<file path="config.mk">
export PLATFORM = sky130hd
export DESIGN_NAME = e1rx_serial_out
export DESIGN_NICKNAME = d
export VERILOG_FILES = /design/src/rtl/e1rx_pkg.sv /design/src/rtl/e1rx_sync_edge.sv /design/src/rtl/e1rx_serial_out.sv
export SDC_FILE = /design/constraint.sdc
export NUM_CORES = 1
export LEC_CHECK = 0
export BUFFER_PORTS_ARGS = -buffer_cell sky130_fd_sc_hd__buf_4
export CORE_AREA = 2 2 126 128
export DETAILED_ROUTE_END_ITERATION = 10
export DIE_AREA = 0 0 128 130
export HOLD_SLACK_MARGIN = 0.15
export PLACE_DENSITY = 0.62
export SLEW_MARGIN = 30
export SYNTH_ARGS = -nofsm -noshare
export SYNTH_HDL_FRONTEND = slang
export SYNTH_SLANG_ARGS = --single-unit
</file>
<file path="constraint.sdc">
create_clock -name clk -period 2.6 [get_ports clk]
set_clock_uncertainty 0.05 [all_clocks]
set_input_delay 0.52 -clock clk [delete_from_list [all_inputs] [get_ports clk]]
set_output_delay 0.52 -clock clk [all_outputs]
set_load 0.005 [all_outputs]
</file>
<file path="src/rtl/e1rx_pkg.sv">
// e1rx_pkg: constants, register map and carrier types of the receive serial output
// assumes one 100 MHz clock and a classic wishbone register slave
package e1rx_pkg;

    // ------------------------------------------------------------
    // timing
    // ------------------------------------------------------------
    localparam longint CLK_HZ       = 100000000;
    localparam longint BIT_RATE_HZ  = 2048000;
    localparam logic [31:0] NCO_INC = 32'((BIT_RATE_HZ * 2 * (64'h1 << 32)) / CLK_HZ);
    localparam int     BITS_PER_TS  = 8;
    localparam int     SLOTS        = 32;
    localparam int     REF_DIV      = 256;
    localparam logic [7:0] POS_RESET = 8'hFF;

    // ------------------------------------------------------------
    // register map
    // ------------------------------------------------------------
    localparam logic [3:0] ADR_MODE   = 4'h0;
    localparam logic [3:0] ADR_PULSE  = 4'h4;
    localparam logic [3:0] ADR_OPTS   = 4'h8;
    localparam logic [3:0] ADR_STATUS = 4'hC;
    localparam int B_DOUBLE   = 2;
    localparam int B_FE       = 3;
    localparam int B_DE       = 4;
    localparam int B_SLAVE    = 5;
    localparam int B_EXTSIG   = 6;
    localparam int B_ALT      = 0;
    localparam int B_CMF      = 1;
    localparam int B_SMF      = 2;
    localparam int B_SEL3     = 3;
    localparam int B_FRAME_PULSE_MODE   = 5;
    localparam int B_FRAME_PULSE_INVERT    = 6;
    localparam int B_EDGECH   = 0;
    localparam int B_REFSEL   = 1;
    localparam int B_AIS      = 2;
    localparam int B_SRC_A    = 3;
    localparam int B_SRC_B    = 4;
    localparam logic [6:0] MODE_RESET  = 7'h20;
    localparam logic [6:0] PULSE_RESET = 7'h00;
    localparam logic [6:0] OPTS_RESET  = 7'h00;

    // ------------------------------------------------------------
    // carriers
    // ------------------------------------------------------------
    typedef struct packed {
        logic [7:0] data;
        logic [3:0] abcd;
        logic       smf_first;
        logic       cmf_first;
        logic       oosm;
    } e1rx_slot_t;

    typedef struct packed {
        logic [6:0] mode;
        logic [6:0] pulse;
        logic [6:0] opts;
    } e1rx_cfg_t;

endpackage

</file>
<file path="src/rtl/e1rx_sync_edge.sv">
// e1rx_sync_edge: two flop synchroniser with rise and fall detect
// assumes an asynchronous pin level on din
`timescale 1ns/1ps
module e1rx_sync_edge (
    input  wire logic clk,
    input  wire logic rst,
    input  wire logic din,
    output logic      level,
    output logic      rise,
    output logic      fall
);
    logic meta_reg;
    logic sync_reg;
    logic last_reg;

    always_ff @(posedge clk) begin
        if (rst) begin
            meta_reg <= 1'b0;
            sync_reg <= 1'b0;
            last_reg <= 1'b0;
        end else begin
            meta_reg <= din;
            sync_reg <= meta_reg;
            last_reg <= sync_reg;
        end
    end

    assign level = sync_reg;
    assign rise  = sync_reg & ~last_reg;
    assign fall  = ~sync_reg & last_reg;
endmodule

</file>
<file path="src/rtl/e1rx_serial_out.sv">
// e1rx_serial_out: per framer receive serial output toward the backplane
// assumes slot data from framer logic on clk, pins sampled through synchronisers
`timescale 1ns/1ps
module e1rx_serial_out
    import e1rx_pkg::*;
(
    input  wire logic        clk,
    input  wire logic        rst,
    input  wire logic [3:0]  wb_adr_i,
    input  wire logic [31:0] wb_dat_i,
    input  wire logic [3:0]  wb_sel_i,
    input  wire logic        wb_we_i,
    input  wire logic        wb_cyc_i,
    input  wire logic        wb_stb_i,
    output logic [31:0]      wb_dat_o,
    output logic             wb_ack_o,
    input  wire logic        sys_common_clock,
    input  wire logic        sys_common_frame_pulse,
    input  wire logic        recovered_line_clock,
    input  e1rx_slot_t       slot_in,
    output logic [4:0]       slot_fetch,
    output logic             rx_serial_data_out,
    output logic             frame_pulse_out,
    output logic             multi_function_out,
    output logic             framer_output_clock
);
    // ------------------------------------------------------------
    // functions
    // ------------------------------------------------------------
    function automatic logic bit_of(input logic [7:0] b, input logic [2:0] idx);
        bit_of = b[3'(7 - idx)];
    endfunction

    function automatic logic pick_edge(input logic sel, input logic r, input logic f);
        pick_edge = sel ? f : r;
    endfunction

    // ------------------------------------------------------------
    // register slave
    // ------------------------------------------------------------
    e1rx_cfg_t  cfg_reg;
    logic       ack_reg;
    logic [31:0] rdat_reg;
    logic [7:0] pos_reg;
    logic       oosm_reg;

    wire req     = wb_cyc_i & wb_stb_i & ~ack_reg;
    wire wr_lane = req & wb_we_i & wb_sel_i[0];
    wire [31:0] rd_mux = (wb_adr_i == ADR_MODE)   ? {25'h0, cfg_reg.mode} :
                         (wb_adr_i == ADR_PULSE)  ? {25'h0, cfg_reg.pulse} :
                         (wb_adr_i == ADR_OPTS)   ? {25'h0, cfg_reg.opts} :
                         (wb_adr_i == ADR_STATUS) ? {23'h0, oosm_reg, pos_reg} : 32'h0;

    always_ff @(posedge clk) begin
        if (rst) begin
            cfg_reg  <= '{mode: MODE_RESET, pulse: PULSE_RESET, opts: OPTS_RESET};
            ack_reg  <= 1'b0;
            rdat_reg <= 32'h0;
        end else begin
            ack_reg <= req;
            if (req) rdat_reg <= wb_we_i ? 32'h0 : rd_mux;
            if (wr_lane && wb_adr_i == ADR_MODE)  cfg_reg.mode  <= wb_dat_i[6:0];
            if (wr_lane && wb_adr_i == ADR_PULSE) cfg_reg.pulse <= wb_dat_i[6:0];
            if (wr_lane && wb_adr_i == ADR_OPTS)  cfg_reg.opts  <= wb_dat_i[6:0];
        end
    end
    assign wb_ack_o = ack_reg;
    assign wb_dat_o = rdat_reg;

    wire dbl_rate = cfg_reg.mode[B_DOUBLE];
    wire fe_sel   = cfg_reg.mode[B_FE];
    wire de_sel   = cfg_reg.mode[B_DE];
    wire slave    = cfg_reg.mode[B_SLAVE];
    wire ext_sig  = cfg_reg.mode[B_EXTSIG];
    wire fp_mode  = cfg_reg.pulse[B_FRAME_PULSE_MODE];
    wire fp_inv   = cfg_reg.pulse[B_FRAME_PULSE_INVERT];
    wire edge_ch  = cfg_reg.opts[B_EDGECH];
    wire src_a    = cfg_reg.opts[B_SRC_A];
    wire src_b    = cfg_reg.opts[B_SRC_B];

    // ------------------------------------------------------------
    // pin synchronisers
    // ------------------------------------------------------------
    logic cc_lvl, cc_rise, cc_fall, cfp_lvl, lc_lvl, lc_rise;

    e1rx_sync_edge u_sync_cclk (.clk(clk), .rst(rst), .din(sys_common_clock),
                                .level(cc_lvl), .rise(cc_rise), .fall(cc_fall));
    e1rx_sync_edge u_sync_cfp  (.clk(clk), .rst(rst), .din(sys_common_frame_pulse),
                                .level(cfp_lvl), .rise(), .fall());
    e1rx_sync_edge u_sync_lclk (.clk(clk), .rst(rst), .din(recovered_line_clock),
                                .level(lc_lvl), .rise(lc_rise), .fall());

    // ------------------------------------------------------------
    // own output clock, continuous 2.048 MHz
    // ------------------------------------------------------------
    logic [31:0] nco_reg;
    logic        mclk_reg;
    wire  [32:0] nco_sum = {1'b0, nco_reg} + {1'b0, NCO_INC};
    wire         m_rise  = nco_sum[32] & ~mclk_reg;
    wire         m_fall  = nco_sum[32] & mclk_reg;

    always_ff @(posedge clk) begin
        if (rst) begin
            nco_reg  <= 32'h0;
            mclk_reg <= 1'b0;
        end else begin
            nco_reg <= nco_sum[31:0];
            if (nco_sum[32]) mclk_reg <= ~mclk_reg;
        end
    end

    // ------------------------------------------------------------
    // active edge selection
    // ------------------------------------------------------------
    logic phase_reg;
    wire  any_rise = slave ? cc_rise : m_rise;
    wire  any_fall = slave ? cc_fall : m_fall;
    wire  fe_edge  = pick_edge(fe_sel, any_rise, any_fall);
    wire  de_edge  = pick_edge(de_sel, any_rise, any_fall);
    wire  dbl      = slave & dbl_rate;
    wire  same     = de_sel == fe_sel;
    wire  first_fe = ~dbl | ~phase_reg;
    // equal selects ignore the edge choice, else it picks half of the bit
    wire  data_evt = de_edge & (~dbl | (same ? ~phase_reg : (~phase_reg == edge_ch)));
    wire  fp_evt   = fe_edge & (~dbl | (same ? ~phase_reg : (phase_reg == edge_ch)));
    wire  smp_evt  = slave & fe_edge & first_fe;
    wire  cfp_val  = cfp_lvl ^ fp_inv;
    wire  align_set = smp_evt & fp_mode & cfp_val;

    always_ff @(posedge clk) begin
        if (rst) phase_reg <= 1'b0;
        else if (align_set) phase_reg <= 1'b1;
        else if (dbl && fe_edge) phase_reg <= ~phase_reg;
    end

    // ------------------------------------------------------------
    // bit and time slot counter
    // ------------------------------------------------------------
    logic       align_reg;
    logic [7:0] byte_reg;
    logic [7:0] sig_reg;
    wire  [7:0] next_pos  = align_reg ? 8'h00 : 8'(pos_reg + 8'h01);
    wire  [2:0] next_bit  = next_pos[2:0];
    wire  [3:0] abcd_eff  = (slot_in.oosm & cfg_reg.opts[B_AIS]) ? 4'hF : slot_in.abcd;
    wire  [7:0] sig_byte  = {4'h0, abcd_eff};
    assign slot_fetch = next_pos[7:3];

    logic sd_reg;
    logic sig_out_reg;
    always_ff @(posedge clk) begin
        if (rst) begin
            pos_reg     <= POS_RESET;
            align_reg   <= 1'b0;
            byte_reg    <= 8'h00;
            sig_reg     <= 8'h00;
            sd_reg      <= 1'b0;
            sig_out_reg <= 1'b0;
            oosm_reg    <= 1'b0;
        end else begin
            if (align_set) align_reg <= 1'b1;
            else if (data_evt) align_reg <= 1'b0;
            if (data_evt) begin
                pos_reg <= next_pos;
                if (next_bit == 3'h0) begin
                    byte_reg    <= slot_in.data;
                    sig_reg     <= sig_byte;
                    oosm_reg    <= slot_in.oosm;
                    sd_reg      <= bit_of(slot_in.data, 3'h0);
                    sig_out_reg <= bit_of(sig_byte, 3'h0);
                end else begin
                    sd_reg      <= bit_of(byte_reg, next_bit);
                    sig_out_reg <= bit_of(sig_reg, next_bit);
                end
            end
        end
    end

    // ------------------------------------------------------------
    // frame pulse output
    // ------------------------------------------------------------
    logic fp_reg;
    wire  frame_start = next_pos == 8'h00;
    wire  any_mf_sel  = cfg_reg.pulse[B_SMF] | cfg_reg.pulse[B_CMF] | cfg_reg.pulse[B_ALT];
    wire  mf_hit      = cfg_reg.pulse[B_ALT] ? (slot_in.smf_first | slot_in.cmf_first) :
                        cfg_reg.pulse[B_SMF] ? slot_in.smf_first :
                        cfg_reg.pulse[B_CMF] ? slot_in.cmf_first : 1'b1;
    wire  mark        = frame_start & ((~fp_mode | ~any_mf_sel) | mf_hit);
    wire  fp_next     = src_a ? (mark ^ fp_inv) :
                        src_b ? cfp_lvl : 1'b0;

    always_ff @(posedge clk) begin
        if (rst) fp_reg <= 1'b0;
        else if (fp_evt) fp_reg <= fp_next;
    end

    // ------------------------------------------------------------
    // reference clock and shared pin
    // ------------------------------------------------------------
    logic [6:0] ref_cnt_reg;
    logic       ref8k_reg;
    always_ff @(posedge clk) begin
        if (rst) begin
            ref_cnt_reg <= 7'h00;
            ref8k_reg   <= 1'b0;
        end else if (lc_rise) begin
            ref_cnt_reg <= ref_cnt_reg + 7'h01;
            if (ref_cnt_reg == 7'(REF_DIV / 2 - 1)) ref8k_reg <= ~ref8k_reg;
        end
    end
    wire ref_clk = cfg_reg.opts[B_REFSEL] ? ref8k_reg : lc_lvl;

    assign rx_serial_data_out  = sd_reg;
    assign frame_pulse_out     = fp_reg;
    assign framer_output_clock = mclk_reg;
    assign multi_function_out  = ~slave ? mclk_reg : ext_sig ? sig_out_reg : ref_clk;
endmodule

</file>
==> flow_summary.yaml, run 1 <==
timing:
  setup_viol: 0
  max_slew_margin_pct: 59.8
  tns_ns: 0
  hold_viol: 0
  hold_ws_ns: 0.331
  grt_setup_unrepaired: "false"
  drv_slew: 0
  period_minus_slack_ns: 2.47
  worstMarginPinSlew_ns: 0.602
  fmax_mhz: 406
  finalCritPeriodShare_pct: 94.8
yosys:
  syn_inst: 567
  ys_warn_count: 0
  netlist_area_um2: 5250
  synth_top_area_share_pct: 39.3
  ys_seq_area_share_pct: 39.3
  yosys.area.top_type: "dfxtp_1"
  synth_ff_type: "dfxtp_1"
  synth.distinct_cells: 75
  ys_async_sr_fraction_pct: 0
  ys_seq_elements: 103
  postSynthAreaPerCell_um2: 9.26
  synth-edff-count: 0
  synthTopCellsByArea: "dfxtp_1, nor2_1, mux2i_1, buf_4, mux4_2"
place:
  hpwl_um: 8820
  place_inst: 794
  globalplace.congestion: 0.857
  io_buffers: 53
worst_hold_path:
  min_path_type: "input pin to register"
  worstHoldPathCells: 2
  min_from: "recovered_line_clock"
  hold_end: "u_sync_lclk.meta_reg"
finish:
  syn2layout_area_growth_pct: 16.4
  nets: 679
  n_antenna_cell: 0
  stdcell_count: 810
  fillCellCount: 1548
  largest_register_ffs: 30
  mostFrequentLayoutCells: "dfxtp_1, nor2_1, buf_4"
  finish.utilization_pct: 39.6
  drive_gt1_share_pct: 20.9
  final_common_cell: "dfxtp_1"
die:
  dieArea_um2: 16600
  coreArea_um2: 15400
  design.portCount: 105
  rows: 46
  start_util_pct: 34.0
  die_h_um: 130
  fp.dieW_um: 128
worst_setup_path:
  r2r_end: "pos_reg[2]"
  worst_path_max_delay_cell: "or4_4"
  cp_max_fo: 16
  crit_chain: "or4_4, nor4_4, a22o_4, and3_4, o22ai_1, a211o_1"
  r2r_cells: 6
  path_buf_inv: 0
  critPathKind: "register to register"
  max_stage_delay_ns: 0.58
  ff2ff_setup_slack_ns: 0.13
  required_ns: 2.79
  crit_arrival_ns: 2.66
  cp_top_family: "simple AND/OR/NAND/NOR gates"
  critPathCaptureType: "register"
  r2r-start: "nco_reg[21]"
  cp-start-kind: "register"
drt:
  postRouteAntennaNets: 0
  drt-vias-per-instance: 5.24
  vias: 4243
  drtIter0Drc: 284
  wl_per_cell_um: 15.0
  drc: 0
  drt_wl_total_um: 12200
  drt-pass1-iter-count: 4
clock_tree:
  cts.sinks: 103
  cts_max_level: 3
  clk_pin_slew_ns: 0.07
  cts_tree: "done"
  cts_buffer_depth: 2
  cts_inserted_buffers: 9
  clock-root-buffer: "clkbuf_16"
  postCtsSetupBuffers: 0
  clk_latency_ns: 0.35
global_route:
  grt.overflow.total: 0
  grt_max_degree: 55
  grtUsageTotal_pct: 15.0
  grt_pass1_wl_um: 19900
  antenna_found_initial: 0
  grt_pass1_vias: 4087
pwr:
  design_power_total_mw: 4.13
  power_density_nw_per_um2: 676
  p_leak_nw: 2.40
  irDropWorstVdd_v: 0.000348
status:
  outcome: "completed"
run:
  drv_cap: 0
==> through the flow <==
step	instance area [µm²]	worst slack (ns)
floorplan	5330	0.397
global placement	5750	0.138
detailed placement	5750	0.0547
CTS	6090	0.0178
global route	6110	0.0476
finish	6110	0.135
==> cell families after synthesis <==
| group | share of synthesized area, % |
|---|---|
| AOI/OAI and AO/OA | 18.6 |
| other | 0.0714 |
| xor gates and xnor gates | 6.51 |
| DFF | 39.3 |
| adders and majority gates | 0.715 |
| muxes | 8.63 |
| and+or+nand+nor | 18.5 |
| buffers and inverters | 7.70 |
==> area by class of cell <==
cell class | instances | area (µm²) | share of cell area [%]
multi-input cells | 416 | 2880 | 47.2
flip-flops and latches | 103 | 2060 | 33.8
repair buffers | 71 | 533 | 8.73
well taps | 192 | 240 | 3.93
clock buffers | 9 | 225 | 3.69
clock inverters | 7 | 120 | 1.97
inverters | 12 | 45.0 | 0.737
==> how the worst max path moves through the flow <==
stage	startpoint	end	slack, ns	cells past startpoint
after global routing	nco_reg[2]	pos_reg[2]	0.05	7
after detailed placement	nco_reg[2]	pos_reg[6]	0.05	7
after floorplan	nco_reg[2]	align_reg	0.40	8
final	nco_reg[21]	pos_reg[2]	0.13	6
after global placement	nco_reg[2]	pos_reg[4]	0.14	7
after CTS	nco_reg[2]	pos_reg[6]	0.02	7
==> worst register-to-register path: cells and delay by family (launching register included) <==
family / cells / cell delay (ns)
simple gates: 3 / 1.29
flops: 1 / 0.34
compound gates: 3 / 0.67
==> cell usage after synthesis, types with 6 or more instances <==
cell type	number
o211ai_2	7
a21oi_1	25
nor2b_1	12
buf_2	7
o211ai_1	10
xnor2_1	21
nand4_1	11
mux4_2	9
o21ai_0	10
nand2_1	27
xor2_1	18
dfxtp_1	103
nand3_1	29
a21oi_2	7
clkbuf_1	17
o21ai_1	6
a22oi_1	8
nor2_1	73
mux2i_1	25
inv_1	12
buf_4	28
==> power by group <==
part | internal (mW) | switching [mW]
sequential | 1.70 | 0.153
clock | 0.944 | 0.618
combinational | 0.340 | 0.377
total | 2.98 | 1.15
==> layer usage <==
layer	GRT usage [%]	wire [µm]	share of wire, %	up-vias
li1	-	-	-	2097
met1	19.7	5770	47	2009
met2	23.5	5540	46	112
met3	2.50	506	4.2	25
met4	8.40	333	2.7	0
met5	0	0	0	-
==> repair_timing <==
item,in CTS,in global routing
resized for setup,0,3
hold buffers,0,0
endpoints found under the setup margin,0,9
No activity file was read; power rests on OpenSTA's default activity.
==> run 2: changes to the inputs <==
Settings changed: CORE_AREA 2 2 126 128 to 2 2 103 155, DIE_AREA 0 0 128 130 to 0 0 105 157, PLACE_DENSITY 0.62 to 0.63, RECOVER_POWER set to 100.
==> flow_summary.yaml, run 2 (same netlist as run 1, synthesis figures left out) <==
finish:
  stdcell_count: 817
  n_antenna_cell: 0
  nets: 680
  largest_register_ffs: 30
  final-seq-area_um2: 2060
  finish.utilization_pct: 40.0
  stdcell_area_um2: 5990
  multiInputGateArea_um2: 2840
  syn2layout_area_growth_pct: 14.2
  final_common_cell: "dfxtp_1"
  drive_gt1_share_pct: 17.3
  fillCellCount: 1519
  mostFrequentLayoutCells: "dfxtp_1, nor2_1, buf_4"
global_route:
  grt_pass1_wl_um: 20100
  grt.overflow.total: 0
  grt_pass1_vias: 4154
  grt_max_degree: 36
  antenna_found_initial: 0
  grtUsageTotal_pct: 15.1
pwr:
  power_density_nw_per_um2: 659
  switching_power_mw: 1.08
  sw_frac_of_total_pct: 27.5
  p_clk_share_pct: 35.7
  irDropWorstVdd_v: 0.000330
  internal-power_mw: 2.86
  design_power_total_mw: 3.95
  p_leak_nw: 2.32
  p_comb_share_pct: 17.3
  pwr-share-seq_pct: 47.0
worst_hold_path:
  hold_end: "u_sync_cfp.meta_reg"
  worstHoldPathCells: 2
  min_path_type: "input pin to register"
  min_from: "sys_common_frame_pulse"
clock_tree:
  clk_pin_slew_ns: 0.07
  cts.sinks: 103
  cts_tree: "done"
  cts_hold_buffers: 0
  clk_latency_ns: 0.34
  cts_buffer_depth: 2
  cts_inserted_buffers: 9
  clock-root-buffer: "clkbuf_16"
  cts_max_level: 3
die:
  dieArea_um2: 16500
  start_util_pct: 35.0
  design.portCount: 105
  die_h_um: 157
  rows: 55
  coreArea_um2: 15000
  fp.dieW_um: 105
place:
  globalplace.congestion: 0.813
  place_inst: 802
  place_area_um2: 5760
  io_buffers: 53
  hpwl_um: 9330
timing:
  hold_viol: 0
  setup_viol: 0
  finalCritPeriodShare_pct: 93.3
  fmax_mhz: 412
  tns_ns: 0
  drv_slew: 36
  grt_setup_unrepaired: "false"
  period_minus_slack_ns: 2.43
  max_slew_margin_pct: -3.25
  worstMarginPinSlew_ns: 1.55
status:
  violations: "capacitance limit, slew limit"
  outcome: "finished, violations left"
worst_setup_path:
  ff2ff_setup_slack_ns: 0.17
  cp_max_fo: 10
  r2r-start: "nco_reg[2]"
  crit_arrival_ns: 2.59
  cp-start-kind: "register"
  r2r_end: "byte_reg[0]"
  required_ns: 2.77
  r2r_cells: 8
  critPathCaptureType: "register"
  critPathKind: "register to register"
drt:
  drc: 0
  drt-vias-per-instance: 5.21
  wl_per_cell_um: 15.1
  drt_wl_total_um: 12300
  drtIter0Drc: 228
  vias: 4253
  drt-pass1-iter-count: 4
  postRouteAntennaNets: 0
run:
  drv_cap: 1
run 2: cell types whose count changed in the layout (fill, tap and decap cells not counted), moves of 4 or more:
cell      delta
clkbuf_4     +9
buf_4       -21
o211ai_1     +4
clkbuf_1    +14
o211ai_2     -4
run 2: how the worst max path moves through the flow:
stage | from | to | slack [ns] | cells after the start
after global routing | nco_reg[5] | nco_reg[25] | 0.03 | 6
final | nco_reg[2] | byte_reg[0] | 0.17 | 8
after global placement | nco_reg[2] | byte_reg[4] | 0.19 | 8
after detailed placement | nco_reg[2] | byte_reg[4] | 0.15 | 8
after floorplan | nco_reg[2] | align_reg | 0.40 | 8
after CTS | nco_reg[2] | byte_reg[4] | 0.13 | 8
run 2: power groups by stage:
stage                     sequential, mW  clock, mW  combinational (mW)
after global routing                1.87       1.51               0.764
after floorplan                     1.83          0               0.578
after CTS                           1.85       1.44               0.702
after global placement              1.88          0               0.676
final                               1.86       1.41               0.683
after detailed placement            1.89          0               0.693
run 2: cell type report:
cell class                 instances  area share (%)
sequential                       103            34.4
timing repair buffer              72            8.25
tap                              199            4.15
clock buffer                      12            3.95
clock inverter                     3            1.15
inverter                          12           0.752
multi-input combinational        416            47.3
run 2: repair_timing:
action                                  CTS  global route
endpoints found under the setup margin    0             4
resized for setup                         0             1
buffers inserted                          0             0
run 2: through the flow:
step / worst slack (ns) / hold WS (ns)
2_1_floorplan: 0.397 / 0.364
3_3_place_gp: 0.187 / 0.370
3_5_place_dp: 0.154 / 0.386
4_1_cts: 0.134 / 0.335
5_1_grt: 0.0288 / 0.353
6_report: 0.173 / 0.344
run 2: worst max-delay path, stage by stage, from the launching register on:
cell	delay, ns
dfxtp_1	0.34
ha_1	0.25
a311oi_2	0.37
a2bb2oi_1	0.24
a22o_4	0.32
and3_4	0.22
clkbuf_2	0.19
o211ai_1	0.24
a21oi_2	0.08
run 2: per-layer routing:
| metal | GRT usage, % | vias up | part of all wire, % |
|---|---|---|---|
| met5 | 0 | - | 0 |
| met4 | 5.40 | 0 | 1.5 |
| met3 | 2.69 | 9 | 2.6 |
| li1 | - | 2090 | - |
| met1 | 16.8 | 2066 | 41 |
| met2 | 28.4 | 88 | 55 |
==> run 3: changes to the inputs <==
Settings changed: PLACE_DENSITY 0.63 to 0.65.
Clock period 2.6 ns to 2.2 ns, I/O delays scaled along.
==> flow_summary.yaml, run 3 (same netlist as run 1, synthesis figures left out) <==
die:
  coreArea_um2: 15000
  die_h_um: 157
  design.portCount: 105
  fp.dieW_um: 105
  rows: 55
  start_util_pct: 35.0
  dieArea_um2: 16500
timing:
  setup_viol: 1
  max_slew_margin_pct: 52.9
  setup_ws_ns: -0.0268
  drv_slew: 0
  worstMarginPinSlew_ns: 0.707
  grt_setup_unrepaired: "true"
  finalCritPeriodShare_pct: 101
  hold_ws_ns: 0.261
  period_minus_slack_ns: 2.23
  fmax_mhz: 449
  hold_viol: 0
  tns_ns: -0.0268
worst_setup_path:
  worstSetupPathDepth: 7
  r2r_cells: 7
  crit_chain: "or4_4, nor4_4, a22o_4, and3_4, nor2_2, buf_4, a32o_1"
  ff2ff_setup_slack_ns: -0.03
  cp-start-kind: "register"
  crit_arrival_ns: 2.42
  max_stage_delay_ns: 0.56
  critPathKind: "register to register"
  path_buf_inv: 1
  required_ns: 2.39
  cp_top_family: "simple AND/OR/NAND/NOR gates"
  cp_max_fo: 5
  worst_path_max_delay_cell: "or4_4"
  critPathCaptureType: "register"
finish:
  syn2layout_area_growth_pct: 22.6
  nets: 716
  n_antenna_cell: 0
  stdcell_area_um2: 6430
  final_common_cell: "dfxtp_1"
  stdcell_count: 851
  drive_gt1_share_pct: 26.2
  mostFrequentLayoutCells: "dfxtp_1, buf_4, nor2_1"
  largest_register_ffs: 30
pwr:
  sw_frac_of_total_pct: 28.0
  switching_power_mw: 1.34
  irDropWorstVdd_v: 0.000402
  power_density_nw_per_um2: 743
  pwr-share-seq_pct: 44.9
  p_leak_nw: 2.54
  p_comb_share_pct: 21.8
  p_clk_share_pct: 33.3
  internal-power_mw: 3.44
clock_tree:
  clk_pin_slew_ns: 0.07
  cts_tree: "done"
  clk_latency_ns: 0.35
  clock-root-buffer: "clkbuf_16"
  cts_buffer_depth: 2
  cts_inserted_buffers: 9
  cts.sinks: 103
  cts_max_level: 3
drt:
  postRouteAntennaNets: 0
  wl_per_cell_um: 15.7
  drt-vias-per-instance: 5.21
  drtIter0Drc: 212
  drt_wl_total_um: 13300
  drc: 0
  vias: 4431
  drt-pass1-iter-count: 4
status:
  violations: "setup timing"
  outcome: "finished, violations left"
global_route:
  grt_pass1_vias: 4421
  grt.overflow.total: 0
  antenna_found_initial: 0
  grt_max_degree: 34
  grtUsageTotal_pct: 16.1
  grt_pass1_wl_um: 21500
place:
  post-place-ws_ns: -0.105
  io_buffers: 53
  globalplace.congestion: 0.839
  place_inst: 834
  hpwl_um: 9810
  place_area_um2: 6010
run:
  drv_cap: 0
worst_hold_path:
  worstHoldPathCells: 2
  min_path_type: "input pin to register"
## run 3: cell count changes in the layout (fill, tap and decap cells not counted), sizes merged
cell,change
buf,+40
bufinv,-1
clkbuf,-4
clkinv,-1
## run 3: what timing repair did
item	4_1_cts	5_1_grt
hold buffers	0	0
pin swaps	6	8
buffers inserted	2	2
gates resized for setup	10	23
endpoints found under the hold margin	0	0
endpoints found under the setup margin	20	25
## run 3: final timing paths
| check | startpoint | end |
|---|---|---|
| setup reg to reg | nco_reg[19] | align_reg |
| hold reg to reg | u_sync_cfp.meta_reg | u_sync_cfp.level |
| setup / recovery | nco_reg[19] | align_reg |
| hold / removal | recovered_line_clock | u_sync_lclk.meta_reg |
## run 3: final cells by class
type	instances	area, µm²
clock buffer	12	256
clock inverter	1	30.0
multi-input combinational	416	2990
fill	1509	8570
tap	199	249
inverter	12	45.0
sequential	103	2070
timing repair buffer	108	793
## run 3: worst register-to-register path: stages (launching register included)
cell and delay [ns]:
dfxtp_1 0.31, or4_4 0.56, nor4_4 0.32, a22o_4 0.21
and3_4 0.23, nor2_2 0.06, buf_4 0.14, a32o_1 0.24
## run 3: stage by stage
stage | total power, mW | util [%]
2_1_floorplan | 2.85 | -
6_report | 4.78 | 42.9
3_3_place_gp | 3.14 | 40.1
5_1_grt | 5.01 | 42.9
4_1_cts | 4.77 | 42.3
3_5_place_dp | 3.18 | 40.1
## run 3: metal layers
layer | track usage [%] | part of all wire, %
met1 | 17.9 | 41
met2 | 29.5 | 53
met3 | 2.65 | 2.9
met4 | 8.06 | 3.1
met5 | 0 | 0
## run 3: power groups by stage
| stage | sequential, mW | combinational (mW) | clock [mW] |
|---|---|---|---|
| 2_1_floorplan | 2.16 | 0.688 | 0 |
| 3_3_place_gp | 2.17 | 0.969 | 0 |
| 3_5_place_dp | 2.18 | 0.996 | 0 |
| 4_1_cts | 2.14 | 1.02 | 1.61 |
| 5_1_grt | 2.16 | 1.15 | 1.69 |
| 6_report | 2.15 | 1.04 | 1.59 |
